===== config.mk =====
export PLATFORM = sky130hd
export DESIGN_NAME = logic_datapath
export DESIGN_NICKNAME = d
export VERILOG_FILES = /design/src/dp_pkg.sv /design/src/logic_datapath.sv
export SDC_FILE = /design/constraint.sdc
export NUM_CORES = 1
export LEC_CHECK = 0
export BUFFER_PORTS_ARGS = -buffer_cell sky130_fd_sc_hd__buf_4
export CORE_AREA = 2 2 307 309
export CTS_BUF_LIST = sky130_fd_sc_hd__clkbuf_16
export DETAILED_ROUTE_END_ITERATION = 8
export DIE_AREA = 0 0 309 311
export HOLD_SLACK_MARGIN = 0.08
export SLEW_MARGIN = 0
export SYNTH_ARGS = -nofsm -noshare
export SYNTH_HDL_FRONTEND = slang
export SYNTH_SLANG_ARGS = --single-unit

===== constraint.sdc =====
create_clock -name pclk -period 15.5 [get_ports pclk]
set_clock_uncertainty 0.15 [all_clocks]
set_input_delay 2.325 -clock pclk [delete_from_list [all_inputs] [get_ports pclk]]
set_output_delay 2.325 -clock pclk [all_outputs]
set_load 0.005 [all_outputs]

===== src/dp_pkg.sv =====
// Constants and types for the programmable logic datapath.
// Assumes an APB master on the same clock as the datapath.
package dp_pkg;
	localparam int W = 8;
	localparam int NINSN = 8;
	localparam logic [7:0] OFF_A0 = 8'h00;
	localparam logic [7:0] OFF_A1 = 8'h04;
	localparam logic [7:0] OFF_D0 = 8'h08;
	localparam logic [7:0] OFF_D1 = 8'h0C;
	localparam logic [7:0] OFF_F0 = 8'h10;
	localparam logic [7:0] OFF_F1 = 8'h14;
	localparam logic [7:0] OFF_FSTAT = 8'h18;
	localparam logic [7:0] OFF_CTRL = 8'h1C;
	localparam logic [7:0] OFF_STAT = 8'h20;
	localparam logic [7:0] OFF_STCFG = 8'h24;
	localparam logic [7:0] OFF_STSEL = 8'h28;
	localparam logic [7:0] OFF_CMASK = 8'h2C;
	localparam logic [7:0] OFF_ORMASK = 8'h30;
	localparam logic [7:0] OFF_DPCFG = 8'h34;
	localparam logic [7:0] OFF_OUTSEL = 8'h38;
	localparam logic [7:0] OFF_INSN = 8'h40;
	// Datapath configuration fields
	localparam int CFG_MSB = 0;
	localparam int CFG_CMP0 = 3;
	localparam int CFG_CMP1 = 5;
	localparam int CFG_DIR = 7;
	localparam int CFG_TMUX = 9;
	localparam int CFG_CHAIN = 10;
	localparam logic [31:0] DPCFG_RST = 32'h0000_0007;
	localparam logic [31:0] REG_RST = 32'h0000_0000;
	// Routing input positions
	localparam int RI_SIN = 3;
	localparam int RI_STB0 = 4;
	// Condition vector positions
	localparam int C_EQ0 = 0;
	localparam int C_LT0 = 1;
	localparam int C_EQ1 = 2;
	localparam int C_LT1 = 3;
	localparam int C_ZERO = 4;
	localparam int C_ONES = 5;
	localparam int C_OV = 6;
	localparam int C_CO = 7;
	localparam int C_SO = 8;
	localparam int C_FST = 9;
	typedef enum logic [2:0] {OP_PASS, OP_INC, OP_DEC, OP_ADD, OP_SUB, OP_XOR, OP_AND,
		OP_OR} alu_op_e;
	typedef enum logic [1:0] {SH_NONE, SH_LEFT, SH_RIGHT, SH_SWAP} shift_e;
	typedef struct packed {
		logic wr_a1;
		logic wr_a0;
		logic [1:0] srcb;
		logic srca;
		logic crc;
		logic chain_in;
		logic mask_en;
		shift_e shift;
		alu_op_e op;
	} insn_s;
	typedef struct packed {
		logic carry;
		logic shift;
		logic eq;
		logic lt;
	} chain_s;
endpackage : dp_pkg


===== src/logic_datapath.sv =====
// One 8-bit datapath of a universal_logic_block with its control and status pair.
// Assumes routing inputs and chain inputs come from logic on pclk.
// Operation
// - Shift left, right, nibble swap, OR mask chosen apart from ALU op.
// - Two comparators, each masking its operands first.
// - Comparator operands chosen from accumulators and data registers.
// - Zero, all-ones and overflow conditions generated too.
// - Selected conditions drive the routing outputs.
// - Comparator 0 chains to neighbours for wider compares; comparator 1 does not.
// - Programmable MSB for arithmetic and shifts; masking sets width.
// - One CRC or pseudo_random_sequence step per clock, programmable.
// - Wider CRC needs outside logic or chained neighbours.
// - Two four-byte FIFOs, direction set per FIFO.
// - Input: bus writes, datapath reads; output: reverse.
// - FIFO status selectable as datapath outputs.
// - Carry, shift and conditions pass to and from neighbours.
// - Time multiplexing shares ALU between two sets; carry registered.
// - Six routing inputs and six routing outputs.
// - Each routing output carries a condition or serial output.
// - Bus-written control bits drive routing signals.
// - Status register is read-only, taken from internal signals.
// - Each status bit has its own routing choice; control bits drive ctl_out directly.
// - Sticky status bits hold events until a read clears them.
//
// Design decisions made here: the address map and the APB slave port.
module logic_datapath import dp_pkg::*; (
	input wire logic pclk,
	input wire logic presetn,
	input wire logic psel,
	input wire logic penable,
	input wire logic pwrite,
	input wire logic [7:0] paddr,
	input wire logic [31:0] pwdata,
	output logic [31:0] prdata,
	output logic pready,
	output logic pslverr,
	input wire logic [5:0] route_in,
	output logic [5:0] route_out,
	output logic [7:0] ctl_out,
	input wire chain_s chain_in,
	output chain_s chain_out
);
	logic [W-1:0] a0, a1, d0, d1, ctrl, stcfg, ormask, hold;
	logic [15:0] cmask;
	logic [31:0] dpcfg, stsel, outsel;
	logic [12:0] insn_mem [NINSN];
	logic [15:0] cset0, cset1;
	logic carry_q, shift_q, phase;

	// Bus decode
	wire setup_rd = psel & ~penable & ~pwrite;
	wire acc = psel & penable;
	wire bus_wr = acc & pwrite;
	wire bus_rd = acc & ~pwrite;
	wire in_insn = paddr[7:5] == OFF_INSN[7:5] && paddr[1:0] == 2'b00;
	wire [2:0] insn_idx = paddr[4:2];
	wire hit = in_insn || (paddr[1:0] == 2'b00 && paddr <= OFF_OUTSEL);
	assign pready = 1'b1;
	assign pslverr = acc & ~hit;

	// Configuration
	wire [2:0] msb = dpcfg[CFG_MSB+:3];
	wire tmux = dpcfg[CFG_TMUX];
	wire chain_en = dpcfg[CFG_CHAIN];
	wire [W-1:0] wmask = 8'hFF >> (3'd7 - msb);
	wire insn_s insn = insn_s'(insn_mem[route_in[2:0]]);
	wire set = tmux & phase;

	// Operand selection
	wire [W-1:0] opa = (tmux ? set : insn.srca) ? a1 : a0;
	wire [W-1:0] opb_sel = insn.srcb == 2'd0 ? d0 : insn.srcb == 2'd1 ? d1 :
		insn.srcb == 2'd2 ? a0 : a1;
	wire [W-1:0] opb = tmux ? (set ? d1 : d0) : opb_sel;
	wire [W-1:0] am = opa & wmask;
	wire [W-1:0] bm = opb & wmask;
	// Second half of a 16-bit step takes the stored carry and shift
	wire cin = set ? carry_q : (insn.chain_in & chain_in.carry);
	wire sin = set ? shift_q : (insn.chain_in ? chain_in.shift : route_in[RI_SIN]);

	function automatic logic [8:0] alu_f(alu_op_e op, logic [W-1:0] a, logic [W-1:0] b,
		logic c);
		unique case (op)
			OP_PASS: alu_f = {1'b0, a};
			OP_INC: alu_f = {1'b0, a} + 9'h001;
			OP_DEC: alu_f = {1'b0, a} - 9'h001;
			OP_ADD: alu_f = {1'b0, a} + {1'b0, b} + {8'h00, c};
			OP_SUB: alu_f = {1'b0, a} - {1'b0, b} - {8'h00, c};
			OP_XOR: alu_f = {1'b0, a ^ b};
			OP_AND: alu_f = {1'b0, a & b};
			OP_OR: alu_f = {1'b0, a | b};
		endcase
	endfunction : alu_f

	// ALU with variable MSB
	wire [8:0] sum = alu_f(insn.op, am, bm, cin);
	wire [3:0] msb1 = {1'b0, msb} + 4'd1;
	wire cout = sum[msb1];
	wire [W-1:0] res = sum[7:0] & wmask;
	wire bsign = insn.op == OP_SUB ? ~bm[msb] : bm[msb];
	wire is_arith = insn.op == OP_ADD || insn.op == OP_SUB;
	wire ov = is_arith && am[msb] == bsign && res[msb] != am[msb];

	// Shifter, independent of the ALU op
	wire [W-1:0] shl = ((res << 1) | {7'h00, sin}) & wmask;
	wire [W-1:0] shr = (res >> 1) | ({7'h00, sin} << msb);
	wire [W-1:0] swp = {res[3:0], res[7:4]};
	wire [W-1:0] shv = insn.shift == SH_LEFT ? shl : insn.shift == SH_RIGHT ? shr :
		insn.shift == SH_SWAP ? swp : res;
	wire sh_out = insn.shift == SH_LEFT ? res[msb] : res[0];

	// CRC / pseudo_random_sequence step; polynomial is operand B
	wire fb = am[msb] ^ sin;
	wire [W-1:0] crcv = ((am << 1) & wmask) ^ (fb ? bm : 8'h00);
	wire [W-1:0] dp_pre = insn.crc ? crcv : shv;
	wire [W-1:0] dp_res = insn.mask_en ? (dp_pre | ormask) & wmask : dp_pre;
	wire so = insn.crc ? fb : sh_out;

	// Comparators with masks and chaining
	function automatic logic [15:0] pair_f(logic [1:0] s, logic [W-1:0] x0, x1, y0, y1);
		unique case (s)
			2'd0: pair_f = {x0, y0};
			2'd1: pair_f = {x1, y1};
			2'd2: pair_f = {x0, x1};
			2'd3: pair_f = {x0, y1};
		endcase
	endfunction : pair_f
	wire [15:0] p0 = pair_f(dpcfg[CFG_CMP0+:2], a0, a1, d0, d1);
	wire [15:0] p1 = pair_f(dpcfg[CFG_CMP1+:2], a0, a1, d0, d1);
	wire [W-1:0] m0x = p0[15:8] & cmask[7:0];
	wire [W-1:0] m0y = p0[7:0] & cmask[7:0];
	wire [W-1:0] m1x = p1[15:8] & cmask[15:8];
	wire [W-1:0] m1y = p1[7:0] & cmask[15:8];
	wire ceq0 = m0x == m0y && (!chain_en || chain_in.eq);
	wire clt0 = m0x < m0y || (m0x == m0y && chain_en && chain_in.lt);
	wire ceq1 = m1x == m1y;
	wire clt1 = m1x < m1y;
	assign chain_out = '{carry: cout, shift: so, eq: ceq0, lt: clt0};

	// FIFOs, one per data register
	logic [1:0] fempty, ffull, fpush, fpop;
	logic [W-1:0] fhead [2];
	logic [2:0] fcnt [2];
	genvar gi;
	generate
		for (gi = 0; gi < 2; gi++) begin : g_fifo
			logic [W-1:0] mem [4];
			logic [1:0] wp, rp;
			wire dir_out = dpcfg[CFG_DIR+gi];
			wire [7:0] foff = gi ? OFF_F1 : OFF_F0;
			wire stb = route_in[RI_STB0+gi];
			wire bus_here = paddr == foff;
			// Output mode: datapath fills, bus drains; input mode reversed
			wire push_try = dir_out ? stb : bus_wr & bus_here;
			wire pop_try = dir_out ? bus_rd & bus_here : stb;
			wire [W-1:0] pdata = dir_out ? (gi ? a1 : a0) : pwdata[7:0];
			assign fempty[gi] = fcnt[gi] == 3'd0;
			assign ffull[gi] = fcnt[gi] == 3'd4;
			assign fpush[gi] = push_try & ~ffull[gi];
			assign fpop[gi] = pop_try & ~fempty[gi];
			assign fhead[gi] = mem[rp];
			always_ff @(posedge pclk or negedge presetn) begin
				if (!presetn) begin
					wp <= 2'd0;
					rp <= 2'd0;
					fcnt[gi] <= 3'd0;
				end else begin
					wp <= wp + {1'b0, fpush[gi]};
					rp <= rp + {1'b0, fpop[gi]};
					fcnt[gi] <= fcnt[gi] + {2'b00, fpush[gi]} - {2'b00, fpop[gi]};
				end
			end
			always_ff @(posedge pclk) begin
				if (fpush[gi]) begin
					mem[wp] <= pdata;
				end
			end
		end
	endgenerate

	// Condition vector and its two registered sets
	wire [15:0] cond = {1'b0, a1 == 8'h00, a0 == 8'h00, ffull[1], fempty[1], ffull[0], fempty[0],
		so, cout, ov, dp_res == wmask, dp_res == 8'h00, clt1, ceq1, clt0, ceq0};
	always_ff @(posedge pclk or negedge presetn) begin
		if (!presetn) begin
			cset0 <= 16'h0000;
			cset1 <= 16'h0000;
		end else if (set) begin
			cset1 <= cond;
		end else begin
			cset0 <= cond;
		end
	end
	wire [31:0] csrc = {cset1, cset0};

	// Routing outputs: five select bits each
	logic [5:0] next_route;
	generate
		for (gi = 0; gi < 6; gi++) begin : g_rout
			assign next_route[gi] = csrc[outsel[gi*5+:5]];
		end
	endgenerate

	// Status: per-bit source select, optional sticky capture
	logic [W-1:0] st_src;
	generate
		for (gi = 0; gi < 8; gi++) begin : g_stat
			assign st_src[gi] = cset0[stsel[gi*4+:4]];
		end
	endgenerate
	wire rd_stat = bus_rd && paddr == OFF_STAT;
	// Set wins over the read clear so no event slips through
	wire [W-1:0] next_hold = (hold & ~{8{rd_stat}}) | (st_src & stcfg);
	wire [W-1:0] stat_val = (stcfg & (hold | st_src)) | (~stcfg & st_src);

	// Read mux, captured in the setup phase
	wire [31:0] rd_reg = paddr == OFF_A0 ? {24'h0, a0} : paddr == OFF_A1 ? {24'h0, a1} :
		paddr == OFF_D0 ? {24'h0, d0} : paddr == OFF_D1 ? {24'h0, d1} :
		paddr == OFF_F0 ? {24'h0, fempty[0] ? 8'h00 : fhead[0]} :
		paddr == OFF_F1 ? {24'h0, fempty[1] ? 8'h00 : fhead[1]} :
		paddr == OFF_FSTAT ? {28'h0, ffull[1], fempty[1], ffull[0], fempty[0]} :
		paddr == OFF_CTRL ? {24'h0, ctrl} : paddr == OFF_STAT ? {24'h0, stat_val} :
		paddr == OFF_STCFG ? {24'h0, stcfg} : paddr == OFF_STSEL ? stsel :
		paddr == OFF_CMASK ? {16'h0, cmask} : paddr == OFF_ORMASK ? {24'h0, ormask} :
		paddr == OFF_DPCFG ? dpcfg : paddr == OFF_OUTSEL ? outsel : 32'h0;
	wire [31:0] rd_val = in_insn ? {19'h0, insn_mem[insn_idx]} : hit ? rd_reg : 32'h0;
	assign ctl_out = ctrl;

	// Datapath register writes; bus write takes precedence
	wire wa0 = tmux ? ~phase : insn.wr_a0;
	wire wa1 = tmux ? phase : insn.wr_a1;
	wire [W-1:0] next_a0 = bus_wr && paddr == OFF_A0 ? pwdata[7:0] : wa0 ? dp_res : a0;
	wire [W-1:0] next_a1 = bus_wr && paddr == OFF_A1 ? pwdata[7:0] : wa1 ? dp_res : a1;
	wire [W-1:0] next_d0 = bus_wr && paddr == OFF_D0 ? pwdata[7:0] : fpop[0] &&
		!dpcfg[CFG_DIR] ? fhead[0] : d0;
	wire [W-1:0] next_d1 = bus_wr && paddr == OFF_D1 ? pwdata[7:0] : fpop[1] &&
		!dpcfg[CFG_DIR+1] ? fhead[1] : d1;

	always_ff @(posedge pclk or negedge presetn) begin
		if (!presetn) begin
			{a0, a1, d0, d1} <= 32'h0;
			{carry_q, shift_q, phase} <= 3'b000;
			{hold, route_out} <= 14'h0;
			prdata <= REG_RST;
		end else begin
			{a0, a1, d0, d1} <= {next_a0, next_a1, next_d0, next_d1};
			{carry_q, shift_q} <= {cout, so};
			phase <= tmux & ~phase;
			hold <= next_hold;
			route_out <= next_route;
			if (setup_rd) begin
				prdata <= rd_val;
			end
		end
	end

	// Configuration registers
	wire wr_cfg = bus_wr && !in_insn;
	always_ff @(posedge pclk or negedge presetn) begin
		if (!presetn) begin
			{ctrl, stcfg, ormask} <= 24'h0;
			{stsel, outsel, cmask} <= 80'h0;
			dpcfg <= DPCFG_RST;
		end else if (wr_cfg) begin
			if (paddr == OFF_CTRL) ctrl <= pwdata[7:0];
			if (paddr == OFF_STCFG) stcfg <= pwdata[7:0];
			if (paddr == OFF_ORMASK) ormask <= pwdata[7:0];
			if (paddr == OFF_STSEL) stsel <= pwdata;
			if (paddr == OFF_OUTSEL) outsel <= pwdata;
			if (paddr == OFF_CMASK) cmask <= pwdata[15:0];
			if (paddr == OFF_DPCFG) dpcfg <= pwdata;
		end
	end

	// Instruction store is read-only to the datapath
	generate
		for (gi = 0; gi < NINSN; gi++) begin : g_insn
			always_ff @(posedge pclk or negedge presetn) begin
				if (!presetn) begin
					insn_mem[gi] <= 13'h0000;
				end else if (bus_wr && in_insn && insn_idx == gi) begin
					insn_mem[gi] <= pwdata[12:0];
				end
			end
		end
	endgenerate
endmodule : logic_datapath


==> results of run 1 <==
## per-stage QoR
stage                     power, W  hold slack (ns)  setup slack, ns  std cells
after global routing       0.00392            0.362             3.44       3817
after detailed placement   0.00265            0.338             4.06       3728
final                      0.00374            0.337             3.95       3817
after global placement     0.00264            0.329             4.18       3728
after CTS                  0.00374            0.320             4.05       3817
after floorplan            0.00219            0.316             5.79       2532
## critical path, stage by stage
cell and delay (ns):
buf_4 0.63, mux4_2 0.59, mux2i_1 0.39, mux2i_1 0.23, a221oi_1 0.10, a211oi_1 0.68, inv_1 0.22, ha_1 0.40
inv_1 0.11, ha_1 0.37, and3_1 0.19, nand3_1 0.10, nor3_1 0.06, or3_1 0.45, o21ai_0 0.15, nor3b_1 0.49
nor2_1 0.14, o311ai_0 0.48, o22ai_1 0.23, o21ba_2 0.28, nor2_1 0.24, buf_4 0.17
## path summary, 6_finish.rpt
check | slack (ns) | to | depth (start not counted) | from
worst max-delay path | 3.95 | chain_out[2] | 22 | route_in[0]
worst min-delay path | 0.34 | hold[4] | 1 | stcfg[4]
worst max register to register | 8.02 | cset0[4] | 19 | dpcfg[1]
worst min register to register | 0.34 | hold[4] | 1 | stcfg[4]
max in group asynchronous | 11.24 | insn_mem[48] | 3 | presetn
min in group asynchronous | 1.65 | cset0[6] | 1 | presetn
## where the power goes
part	switching, W	total, W	leakage (nW)	internal, W
logic	0.000641	0.00114	6.60	0.000494
clock network	0.000488	0.00108	0.790	0.000593
registers	0.000289	0.00153	5.42	0.00124
total	0.00142	0.00374	12.8	0.00232
## synthesized netlist by cell type (all sizes together), types with 12 or more instances
library cell  instances  area share [%]
nand2b               12            0.27
mux2                278              11
ha                   62             2.8
o211ai               29            0.79
mux2i               117             4.3
a21boi               18            0.49
inv                  54            0.73
nand2               247             3.3
a21oi               108             2.0
nor3                 45            0.83
or3                  12            0.27
a22oi                43             1.2
a211oi               21            0.57
nand3                47            0.85
mux4                144              12
a221oi               21            0.75
xnor2                12            0.38
and3                 19            0.43
a21o                 12            0.32
o21ai               101             1.8
edfxtp               64             6.9
a31oi                30            0.68
nand4                18            0.41
clkbuf              142             1.9
a22o                 13            0.41
a222oi               18            0.65
nor2                184             2.5
nand3b               13            0.35
nor2b                21            0.47
buf                  60             1.2
dfrtp               362              33
o21a                 16            0.43
## metal layers
metal	global-route usage [%]	wire, um	vias up
li1	-	-	9618
met1	28.6	42500	11303
met2	30.6	43700	1054
met3	4.01	8580	160
met4	5.24	2610	2
met5	0	13	-
## kinds of logic (layout without fill, tap and decap cells)
kind of cell             after synthesis  after routing
AND/OR/NAND/NOR                      664            664
AO/OA/AOI/OAI                        550            550
multiplexers                         539            539
flip-flops                           429            429
buffers and inverters                260            291
adder cells (fa/ha/maj)               70             70
XOR/XNOR                              19             19
other                                  1              1
## sequential cells by signal (all words and copies together) (netlist names), 15 cells and up
signal / cells
insn_mem: 104
g_fifo.mem: 64
dpcfg: 32
outsel: 32
prdata: 32
stsel: 32
cmask: 16
cset0: 15
cset1: 15
## area by class of cell
type                       instances  area, um2
inverter                          58        218
fill                            9403      61700
timing repair buffer             144       1090
multi-input combinational       1843      15600
clock buffer                      49       1230
tap                             1254       1570
sequential                       429      11100
clock inverter                    40        264
==> metrics, run 1 <==
WP data arrival 9.08 ns; Net Count, Synth 2656; total via count after detailed routing 22137; fraction of the mapped netlist area in simple logic gates 11.0%; unrepaired setup endpoints after global routing false; GP Congestion 0.963; most common library cell in the layout ignoring fill and taps dfrtp_1; total of max-cap violations 0; total setup buffers inserted after CTS 0; fraction of the mapped netlist area in compound gates 14.0%; clock tree from TritonCTS yes; share of async-settable or async-resettable flops after synthesis 85.1%; clock latency on the worst-skew pair 0.64 ns; yosys warns 0; instance count of the mapped netlist 2532; multiplexer share of the synthesized area 27.3%; number of enable-type register cells in the synthesized netlist 64; result of the run finished clean; post-DP HPWL 68.9 mm; Final Util 33.5%; category of the worst setup path launch point primary input; CTS clk-pin slew, worst paths 0.06 ns; maximum clock frequency 86.6 MHz; master cell of the clock root buffer clkbuf_16; number of failing setup endpoints in the final timing report 0; number of nets still failing antenna checks after routing 0; ratio of cells with drive above 1 in the final layout 26.1%; DRC viols 0; count of unique library cells instantiated by Yosys 99; Final Critical Period 11.55 ns; sum of overflow across all layers after global routing 0; area share of fa/ha/maj cells after synthesis 3.34%; worst-case headroom to the max-slew limit 29.6%; die width 309 um; fin nets 2649; WS Path Type in2out; IO buf count 105; layout-stage area growth over the synthesis result 12.0%; cell area after layout 31000 um2; Final Hold Viols 0; wirelength, routed 97.4 mm; placeable core area 92800 um2; Resize count post-CTS 0; Static Leakage 12.8 nW; CTS Buffer Depth 3; parity-gate share of the synthesized area counting xor and xnor cells 0.600%; post-synthesis instance area 27700 um2; critical path peak fanout 48; global-route wire length before repair 145 mm; endpoint type of the worst setup path output pin; standard-cell row count 112; IO Pins 107; number of global-route vias before repair 21377; register bit total from synthesis 429; most frequent cells in the layout dfrtp_1 (362), mux2_2 (272), nand2_1 (246); count of hold-fix buffers inserted at cts 0; average cell area after synthesis 10.9 um2; area of the die 96100 um2; fin. max-slew vios 0; chip height 311 um; routed length per placed instance 25.5 um; maximum vdd drop 0.0886 mV; effective utilization at floorplan 29.9%; prevailing post-synth register cell dfrtp_1; clock buffer count from CTS 49; transition time at the pin with the least slew margin 1.05 ns; largest family of logic cells by synthesized area multiplexers; placed inst area 29600 um2; Final period util 74.5%; sequential element share of the synthesized area 39.9%; Iter 0 DRT Violations 2703; H-Tree Depth 2; 1st-pass router iterations 8; Min-Delay Path Class reg2reg; clock net sink count 429; Ant. Diodes 0; antenna violations before repair 1; GR Util All Layers 19.9%; sum of negative setup slack 0 ns; Power Dens Cells 121 nW/um2; critical path data required time 13.03 ns; pin count of the biggest net entering global routing 115; via/cell ratio 5.80
No activity file was read; power rests on OpenSTA's default activity.
==> inputs of run 2 (changes only) <==
Settings changed: ABC_AREA from default to 1, CORE_AREA 2 2 307 309 to 2 2 301 303, DIE_AREA 0 0 309 311 to 0 0 303 305.
Clock period 15.5 ns to 11.7 ns, I/O delays scaled along.
==> run 2 against run 1 <==
The flow now finishes with violations (DRC). Flip-flop and latch count stayed put. Synthesized cell count increased by 40%. Largest power group unchanged. Count of clock-buffer cells in the layout increased by 1. Register-to-register slack got worse by 2.3 ns. Worst hold slack worse by 0.0040 ns. Cell count increased by 25%. Highest routed layer unchanged. Critical path depth is 11 higher. Critical endpoint unchanged. Critical path type unchanged. Sequential power up 18%.
==> metrics, run 2 <==
ratio of cells with drive above 1 in the final layout 8.51% (-18 points); CTS clk-pin slew, worst paths 0.06 ns (about the same); DRC viols 2 (+2); Iter 0 DRT Violations 3069 (+14%); fin nets 3674 (+39%); GR Util All Layers 21.8% (+1.8 points); maximum clock frequency 109 MHz; number of nets still failing antenna checks after routing 0 (unchanged); Internal Pwr Total 0.00267 W (+15%); Final Hold Viols 0 (unchanged); Final Critical Period 9.20 ns; WP data arrival 7.29 ns (-1.79 ns); Logic pwr share 22.4% (-7.9 points); critical path peak fanout 62 (+29%); fin. max-slew vios 0 (unchanged); family of cells with the greatest summed delay on the critical path compound AO/OA/AOI/OAI gates; sum of overflow across all layers after global routing 0 (unchanged); IO buf count 105 (unchanged); result of the run finished, violations left; IO Pins 107 (unchanged); flip-flop count of the largest register after layout 104 (unchanged); proportion of total power due to net switching 35.6% (-2.3 points); count of hold-fix buffers inserted at cts 0 (unchanged); layout-stage area growth over the synthesis result 12.1%; clock net sink count 429 (unchanged); chip height 305 um (-1.9%); prevailing post-synth register cell dfrtp_1; Worst path slowest cell buf_4; clock buffer count from CTS 46 (-6.1%); number of global-route vias before repair 24127 (+13%); portion of total power attributed to the clock network 34.3% (+5.4 points); unrepaired setup endpoints after global routing false; Min-Delay Path Class reg2reg; share of async-settable or async-resettable flops after synthesis 85.1% (unchanged); number of enable-type register cells in the synthesized netlist 64 (unchanged); instance count of the mapped netlist 3540 (+40%); Largest stage delay, worst path 0.56 ns (-0.12 ns); Resize count post-CTS 0 (unchanged); Net Count, Synth 3664 (+38%); Top Registers insn_mem (104), g_fifo.mem (64); number of fillers in the final layout 9472 (+0.73%); effective utilization at floorplan 29.7% (-0.16 points); wirelength, routed 103 mm (+5.3%); post-synthesis instance area 26500 um2 (-4.2%); post-synth top area cell dfrtp_1; most used standard cells in the synthesized netlist nand2_1 (811), o21ai_0 (575), dfrtp_1 (362); register bit total from synthesis 429 (unchanged); sequential element share of the synthesized area 41.7% (+1.8 points); standard-cell row count 110 (-1.8%); clock latency on the worst-skew pair 0.60 ns (-0.04 ns); worst slack, placed 2.62 ns (-1.44 ns); total of max-cap violations 0 (unchanged); number of failing setup endpoints in the final timing report 0 (unchanged); area of the die 92400 um2 (-3.8%); area share of the largest cell type after synthesis 34.1% (+1.4 points); yosys warns 0 (unchanged); CTS Buffer Depth 3 (unchanged); register with the highest flop count insn_mem; master cell of the clock root buffer clkbuf_16; die width 303 um (-1.9%); clock tree from TritonCTS yes; count of unique library cells instantiated by Yosys 61 (-38%); buffer and inverter count on the worst path 6 (+2); Static Leakage 12.8 nW (-0.45%); global-route wire length before repair 154 mm (+6.2%); routed length per placed instance 21.5 um (-16%); top cells by area, synth dfrtp_1 (34%), nand2_1 (11%), o21ai_0 (11%); Final period util 78.6%; H-Tree Depth 2 (unchanged); Worst Setup Slack, final 2.50 ns (-1.45 ns); failing checks DRC; sum of negative setup slack 0 ns (unchanged); most instantiated library cell after synthesis nand2_1; average cell area after synthesis 7.50 um2 (-32%); sequential cell fraction of total power 43.3% (+2.5 points); worst-case headroom to the max-slew limit 23.9% (-5.7 points); via/cell ratio 5.50 (-5.1%); maximum vdd drop 0.0975 mV (+10%); category of the worst setup path launch point primary input; post-DP HPWL 72.2 mm (+4.7%); Ant. Diodes 0 (unchanged); antenna violations before repair 2 (+1); GP Congestion 0.960 (-0.23%); critical path data required time 9.80 ns (-3.23 ns); switching pwr 0.00148 W (+4.1%); pin count of the biggest net entering global routing 134 (+17%); transition time at the pin with the least slew margin 1.14 ns (+0.0871 ns); endpoint type of the worst setup path output pin; most frequent cells in the layout nand2_1 (808), o21ai_0 (575), dfrtp_1 (362); placeable core area 89300 um2 (-3.7%); Power Dens Cells 139 nW/um2 (+16%); 1st-pass router iterations 9 (+1); WS Path Type in2out; most common library cell in the layout ignoring fill and taps nand2_1; total setup buffers inserted after CTS 0 (unchanged); cell mode on critical path nand2_1; total via count after detailed routing 26204 (+18%)
==> run 2: cell count changes after synthesis, sizes merged, moves of 60 or more <==
cell / delta
o21ai: +527
nor2: +60
mux2: -278
mux2i: -117
inv: +304
mux4: -144
nand2: +578
nand3: +145
a21oi: +95
==> run 2: area by class of cell <==
cell class	instances	area [um2]	area share [%]
clock buffers	50	1250	4.20
inverters	378	1430	4.80
clock inverters	33	179	0.601
repair buffers	136	1040	3.50
well taps	1176	1470	4.94
flip-flops and latches	429	11100	37.2
multi-input cells	2559	13300	44.8
==> run 2: kinds of logic after synthesis <==
logic type / after synthesis / share of synthesized area, %
xor gates and xnor gates: 12 / 0.396
adders and majority gates: 69 / 3.45
and+or+nand+nor: 1327 / 20.9
DFF: 429 / 41.7
AOI/OAI and AO/OA: 1150 / 25.3
other: 1 / 0.0141
buffers and inverters: 552 / 8.24
==> run 2: final timing paths <==
path / cells past startpoint / from / endpoint / slack (ns)
setup reg to reg: 30 / dpcfg[0] / cset1[4] / 5.69
min in group asynchronous: 1 / presetn / insn_mem[80] / 1.06
max in group asynchronous: 3 / presetn / dpcfg[18] / 8.08
setup / recovery: 33 / route_in[0] / chain_out[2] / 2.50
hold / removal: 2 / prdata[14] / prdata[14] / 0.33
hold reg to reg: 2 / prdata[14] / prdata[14] / 0.33
==> run 2: worst min-delay path, delay by kind of cell, from the launching register on <==
family	cells	cell delay, ns
DFF	1	0.34
AOI/OAI and AO/OA	1	0.05
and+or+nand+nor	1	0.05
==> run 2: routing by layer <==
layer,GRT usage [%],vias to the layer above,wire length (um)
met5,0,-,13
met4,9.33,2,4700
met3,3.33,234,8800
met2,32.7,1240,44500
met1,30.9,12497,44500
li1,-,12231,-
==> run 2: power groups by stage <==
stage	sequential, W	clock (W)	combinational (W)
floorplan	0.00171	0	0.000595
global placement	0.00181	0	0.000900
detailed placement	0.00181	0	0.000908
CTS	0.00178	0.00144	0.000913
global route	0.00180	0.00150	0.00102
finish	0.00180	0.00142	0.000929
==> run 2: stage by stage <==
step / hold slack (ns) / utilization [%] / power [W] / std cells / cell area [um2]
after floorplan: 0.303 / - / 0.00230 / 3540 / 26500
after global placement: 0.316 / 31.7 / 0.00271 / 4678 / 28300
after detailed placement: 0.324 / 31.7 / 0.00272 / 4678 / 28300
after CTS: 0.338 / 33.3 / 0.00414 / 4761 / 29800
after global routing: 0.354 / 33.3 / 0.00433 / 4761 / 29800
final: 0.333 / 33.3 / 0.00415 / 4761 / 29800
